**config.mk**
```make
export PLATFORM = sky130hd
export DESIGN_NAME = twasp_host_flat
export DESIGN_NICKNAME = d
export VERILOG_FILES = /design/src/rtl/twasp_pkg.sv /design/src/rtl/twasp_if.sv /design/src/rtl/twasp_host.sv /design/src/flat_wrapper.sv
export SDC_FILE = /design/constraint.sdc
export NUM_CORES = 1
export LEC_CHECK = 0
export BUFFER_PORTS_ARGS = -buffer_cell sky130_fd_sc_hd__buf_2
export CORE_MARGIN = 2
export CORE_UTILIZATION = 55
export DETAILED_ROUTE_END_ITERATION = 16
export HOLD_SLACK_MARGIN = 0.1
export PLACE_DENSITY = 0.75
export SETUP_SLACK_MARGIN = 0.02
export SLEW_MARGIN = 20
export SYNTH_ARGS = -nofsm -noshare
export SYNTH_HDL_FRONTEND = slang
export SYNTH_SLANG_ARGS = --single-unit
```
**constraint.sdc**
```tcl
create_clock -name clock -period 2.6 [get_ports clock]
set_input_delay 0.39 -clock clock [delete_from_list [all_inputs] [get_ports clock]]
set_output_delay 0.39 -clock clock [all_outputs]
set_load 0.01 [all_outputs]
```
**src/rtl/twasp_pkg.sv**
```systemverilog
/*
  shared constants for the three-wire converter serial port: result and control widths,
  link clock divider for the host end.
  assumes both ends run on one 250 MHz system clock.
*/
`default_nettype none
package twasp_pkg;
  localparam int RESULT_BITS = 10;
  localparam int CTRL_BITS = 8;
  localparam int SHORT_READ_BITS = 8;
  localparam int CLK_PERIOD_NS = 4;
  localparam int SCLK_PERIOD_NS = 160;
  localparam int SCLK_HALF_CYCLES = (SCLK_PERIOD_NS / 2) / CLK_PERIOD_NS;
endpackage
`default_nettype wire
```
**src/rtl/twasp_if.sv**
```systemverilog
/*
  the three link wires between host and converter port: serial clock, read/write select,
  shared data line as drive/enable pairs.
  assumes the bench resolves the shared data wire from the two enables.
*/
`default_nettype none
interface twasp_if;
  logic sclk;
  logic rd_wr;
  logic host_sdo;
  logic host_sdo_en;
  logic dev_sdo;
  logic dev_sdo_en;
  logic sdata;
  modport dev (input sclk, input rd_wr, input sdata, output dev_sdo, output dev_sdo_en);
  modport host (output sclk, output rd_wr, output host_sdo, output host_sdo_en, input sdata);
endinterface
`default_nettype wire

```
**src/rtl/twasp_host.sv**
```systemverilog
/*
  host end: makes the serial clock by division, runs one read or one control write per
  start pulse.
  assumes the converter end samples the link with its own clock.
*/
`default_nettype none
module twasp_host #(
  parameter int RESULT_BITS = twasp_pkg::RESULT_BITS,
  parameter int CTRL_BITS = twasp_pkg::CTRL_BITS,
  parameter int HALF = twasp_pkg::SCLK_HALF_CYCLES
) (
  input wire logic clock,
  input wire logic rst_n,
  twasp_if.host link,
  input wire logic start_read,
  input wire logic read_eight,
  input wire logic start_write,
  input wire logic [CTRL_BITS-1:0] wr_byte,
  output logic busy,
  output logic [RESULT_BITS-1:0] rd_data,
  output logic done
);
  typedef enum logic [3:0] {
    TWH_IDLE = 4'b0001,
    TWH_SETUP = 4'b0010,
    TWH_SHIFT = 4'b0100,
    TWH_END = 4'b1000
  } twh_state_t;
  twh_state_t state;
  logic is_read;
  logic [7:0] div;
  logic [3:0] bits_left;
  logic [CTRL_BITS-1:0] tx;
  logic [1:0] din_s;
  logic tick;
  logic lead;

  assign tick = (div == 8'(HALF - 1));

  always_ff @(posedge clock) begin
    if (!rst_n) begin
      din_s <= 2'h0;
    end else begin
      din_s <= {din_s[0], link.sdata};
    end
  end

  // clock divider and transfer sequence; select parks high so every op starts with an edge
  // sclk parks high too: the opening fall is the one the device does not shift on
  always_ff @(posedge clock) begin
    if (!rst_n) begin
      state <= TWH_IDLE;
      div <= 8'h0;
      lead <= 1'b0;
      link.sclk <= 1'b1;
      link.rd_wr <= 1'b1;
      link.host_sdo <= 1'b0;
      link.host_sdo_en <= 1'b0;
      is_read <= 1'b0;
      bits_left <= 4'h0;
      tx <= '0;
      rd_data <= '0;
      busy <= 1'b0;
      done <= 1'b0;
    end else begin
      done <= 1'b0;
      div <= tick ? 8'h0 : div + 8'h1;
      case (state)
        TWH_IDLE: begin
          if (start_read || start_write) begin
            is_read <= start_read;
            bits_left <= start_read ? (read_eight ? 4'(twasp_pkg::SHORT_READ_BITS) : 4'(RESULT_BITS)) :
              4'(CTRL_BITS);
            tx <= wr_byte;
            link.rd_wr <= 1'b0; // fresh fall first
            busy <= 1'b1;
            div <= 8'h0;
            state <= TWH_SETUP;
          end
        end
        TWH_SETUP: begin
          if (tick) begin
            link.rd_wr <= is_read;
            link.host_sdo_en <= !is_read;
            link.host_sdo <= tx[CTRL_BITS-1];
            lead <= 1'b1;
            state <= TWH_SHIFT;
          end
        end
        TWH_SHIFT: begin
          if (tick) begin
            link.sclk <= !link.sclk;
            if (link.sclk) begin
              // falling edge; the first one carries no new bit
              lead <= 1'b0;
              if (!lead) begin
                tx <= {tx[CTRL_BITS-2:0], 1'b0};
                link.host_sdo <= tx[CTRL_BITS-2];
              end
            end else begin
              // rising edge: sample, and stop after the last bit with sclk left high
              if (is_read) begin
                rd_data <= {rd_data[RESULT_BITS-2:0], din_s[1]};
              end
              bits_left <= bits_left - 4'h1;
              if (bits_left == 4'h1) begin
                state <= TWH_END;
              end
            end
          end
        end
        TWH_END: begin
          if (tick) begin
            link.host_sdo_en <= 1'b0;
            link.rd_wr <= 1'b1; // select only moves outside the clock bursts
            busy <= 1'b0;
            done <= 1'b1;
            state <= TWH_IDLE;
          end
        end
        default: state <= TWH_IDLE;
      endcase
    end
  end
endmodule // twasp_host
`default_nettype wire

```
**src/flat_wrapper.sv**
```systemverilog
// flat-port wrapper written by rule: the top's interface ports become plain ports
module twasp_host_flat 
#(
  parameter int RESULT_BITS = twasp_pkg::RESULT_BITS,
  parameter int CTRL_BITS = twasp_pkg::CTRL_BITS,
  parameter int HALF = twasp_pkg::SCLK_HALF_CYCLES
)
  (clock, rst_n, start_read, read_eight, start_write, wr_byte, busy, rd_data, done, link_sclk, link_rd_wr, link_host_sdo, link_host_sdo_en, link_sdata);
  twasp_if link_i ();
  input wire logic clock;
  input wire logic rst_n;
  input wire logic start_read;
  input wire logic read_eight;
  input wire logic start_write;
  input wire logic [CTRL_BITS-1:0] wr_byte;
  output logic busy;
  output logic [RESULT_BITS-1:0] rd_data;
  output logic done;
  output wire logic [$bits(link_i.sclk)-1:0] link_sclk;
  output wire logic [$bits(link_i.rd_wr)-1:0] link_rd_wr;
  output wire logic [$bits(link_i.host_sdo)-1:0] link_host_sdo;
  output wire logic [$bits(link_i.host_sdo_en)-1:0] link_host_sdo_en;
  input wire logic [$bits(link_i.sdata)-1:0] link_sdata;
  assign link_sclk = link_i.sclk;
  assign link_rd_wr = link_i.rd_wr;
  assign link_host_sdo = link_i.host_sdo;
  assign link_host_sdo_en = link_i.host_sdo_en;
  assign link_i.sdata = link_sdata;
  twasp_host #(.RESULT_BITS(RESULT_BITS), .CTRL_BITS(CTRL_BITS), .HALF(HALF)) u_core (.clock(clock), .rst_n(rst_n), .link(link_i), .start_read(start_read), .read_eight(read_eight), .start_write(start_write), .wr_byte(wr_byte), .busy(busy), .rd_data(rd_data), .done(done));
endmodule
```
==> summary.txt <==
Routing
  – Initial drt markers: 148
  – Vias per cell: 5.512
  – DRC: 0
  – Drt first pass iters: 4
  – Post-route ant nets: 0
  – Drt total wl: 3764 µm
  – Via count: 1571
  – Routed WL per cell: 13.21 µm

Synthesis
  – Sequential area share after synthesis: 45.51%
  – FFs w/ async S/R, synth: 0%
  – Unique cell type count in the Yosys netlist: 44
  – Syn. warnings: 0
  – Prevailing post-synth register cell: dfxtp_1
  – Commonest cells in the netlist: dfxtp_1 (44), nand2_1 (30), nor2_1 (14), mux2i_1 (10)
  – Area share of the leading cell type in the synthesized netlist: 45.51%
  – Count leader, synth: dfxtp_1
  – Synth top area cells: dfxtp_1 (46%), nand2_1 (5.8%), mux2i_1 (5.2%)
  – Syn avg cell area: 9.173 µm²
  – Mapped Cells: approximately 210
  – Number of synthesized flops with an enable pin: 0
  – Synth area leader: dfxtp_1
  – Synthesized area: 1936 µm²
  – Seq cells post-synth: 44
  – Mapped Nets: approximately 230

STA
  – Slew @ Worst Pin: 0.7369 ns
  – Rel. slew slack: 50.18%
  – Clk_skew: 0.006944 ns
  – Setup ws final: 0.3727 ns
  – Fin. max-slew vios: 0
  – Final period util: 85.66%
  – RSZ-0062 raised after global routing: no
  – Peak Freq: 0.4490 GHz
  – Final hold slack: between 0.2 and 0.3 ns
  – Total Neg Setup Slack: 0 ns
  – Clock period minus worst slack: 2.227 ns
  – Number of hold violations in the final report: 0
  – Final setup fails: 0

Placed design
  – Placer Congestion: a little over 0.8
  – HPWL after DPL: 2599 µm
  – IO Port Bufs: 29
  – Place WS: 0.4057 ns

Global routing
  – Largest net degree at the start of global routing: 23
  – GRT Residual Overflow: 0
  – Global-route usage over all layers: 21.01%
  – First-pass GRT wire length: 6665 µm
  – Vias in the first global route: 1493
  – Initial antenna violation count: 0

Final layout
  – Area Growth Syn to Fin: 11.25%
  – Diodes inserted: 0
  – Nets@finish: between 200 and 300
  – Share of cells above drive strength 1: 19.67%

Critical path
  – Crit path DAT: 2.47 ns
  – CP Capture Type: flip-flop
  – Startpoint types: flip-flop
  – Crit path max fanout: 18
  – Critical Path RT: 2.84 ns
  – Crit Path Category: flip-flop to flip-flop

Status
  – Status: complete, no violations

Die
  – Die area: about 4000 µm²
  – Die width: roughly 63 µm
  – # IOs: 30
  – Std-Cell Rows: 21
  – Initial core utilization: 57.55%
  – Die Y: between 60 and 70 µm
  – Core Box Area: 3363 µm²

Clock network
  – CTS Hold Bufs: 0
  – CTS resizes: 0
  – Clock Sinks: 44
  – TritonCTS clock tree: built
  – H-tree levels: 2
  – Clock root buffer: clkbuf_4
  – CTS buffer count: 5
  – Postcts setup bufs: 0
  – Worst-Skew Late Latency: 0.35 ns
  – CTS clk-pin slew, worst paths: approximately 0.11 ns
  – Maximum root-to-sink buffer count: 2

Power and ir drop
  – Pleak: 0.9155 nW
  – Tot Pwr: 1.374 mW
  – Worst vdd ir: 0.3560 mV
  – Power density cells: ~640 nW/µm²

Job
  – Max cap viols: 0

Min path
  – Hold crit path type: primary input to flip-flop
==> cells by family after synthesis <==
kind of cell	count (synthesis)	share of synthesized area [%]
adder cells (fa/ha/maj)	3	1.939
XOR/XNOR	9	4.072
flip-flops	44	45.51
AND/OR/NAND/NOR	91	25.53
multiplexers	10	5.172
buffers and inverters	17	4.331
AO/OA/AOI/OAI	37	13.45
==> worst max-delay path, cell delays in order (launching register included) <==
cell and delay [ns]:
dfxtp_1 0.39, or4b_4 0.69, nor4_1 0.68, o221ai_1 0.20, o311a_1 0.16
==> layer usage <==
layer	part of all wire, %	up-vias	global-route usage (%)
met3	4.0	5	5.714
li1	-	810	-
met5	0	-	0
met2	45	25	33.42
met1	49	731	26.98
met4	1.6	0	8.424
==> layout by cell type (no fill, tap or decap), drive strengths merged, types with 4 or more instances in the layout <==
cell type	synthesis	layout
clkbuf	7	6
xor2	4	4
nand2b	4	4
nand3b	4	4
o21ai	9	9
nand2	30	30
nor3	9	9
mux2i	10	10
a21oi	9	9
xnor2	5	5
a311oi	7	7
buf	6	34
nand3	5	5
dfxtp	44	44
nor2	14	14
nor4b	5	5
==> where the power goes <==
part / internal [mW] / switching (mW)
combinational: 0.127 / 0.152
sequential: 0.743 / 0.0518
clock: 0.0999 / 0.200
total: 0.970 / 0.404
==> through the flow <==
stage,area (µm²),cells,util (%)
4_1_cts,2153,285,64.03
3_5_place_dp,2107,278,62.65
2_1_floorplan,1936,211,-
3_3_place_gp,2107,278,62.65
6_report,2153,285,64.03
5_1_grt,2153,285,64.03
==> registers in the layout (all words and copies together), names as in the netlist <==
signal and count:
u_core.busy 1, u_core.din_s 2, u_core.div 8, u_core.rd_data 10, u_core.lead 1, u_core.link.host_sdo 1, u_core.bits_left 4, u_core.link.rd_wr 1
u_core.link.sclk 1, u_core.is_read 1, u_core.state 4, u_core.done 1, u_core.link.host_sdo_en 1, u_core.tx 8
==> final timing paths <==
path	start	to	slack, ns	cells after the start
setup / recovery	u_core.state[3]	u_core.bits_left[1]	0.37	4
hold / removal	link_sdata	u_core.din_s[0]	0.25	2
setup reg to reg	u_core.state[3]	u_core.bits_left[1]	0.37	4
hold reg to reg	u_core.div[0]	u_core.div[0]	0.44	1
==> cell type report <==
type	instances	area, µm²
clock buffers	6	41.29
clock inverters	1	5.005
fillers	313	1210
inverters	4	15.01
multi-input cells	150	970.9
flip-flops and latches	44	880.8
well taps	46	57.56
repair buffers	34	182.7
Power figures use the tool's default switching activity.
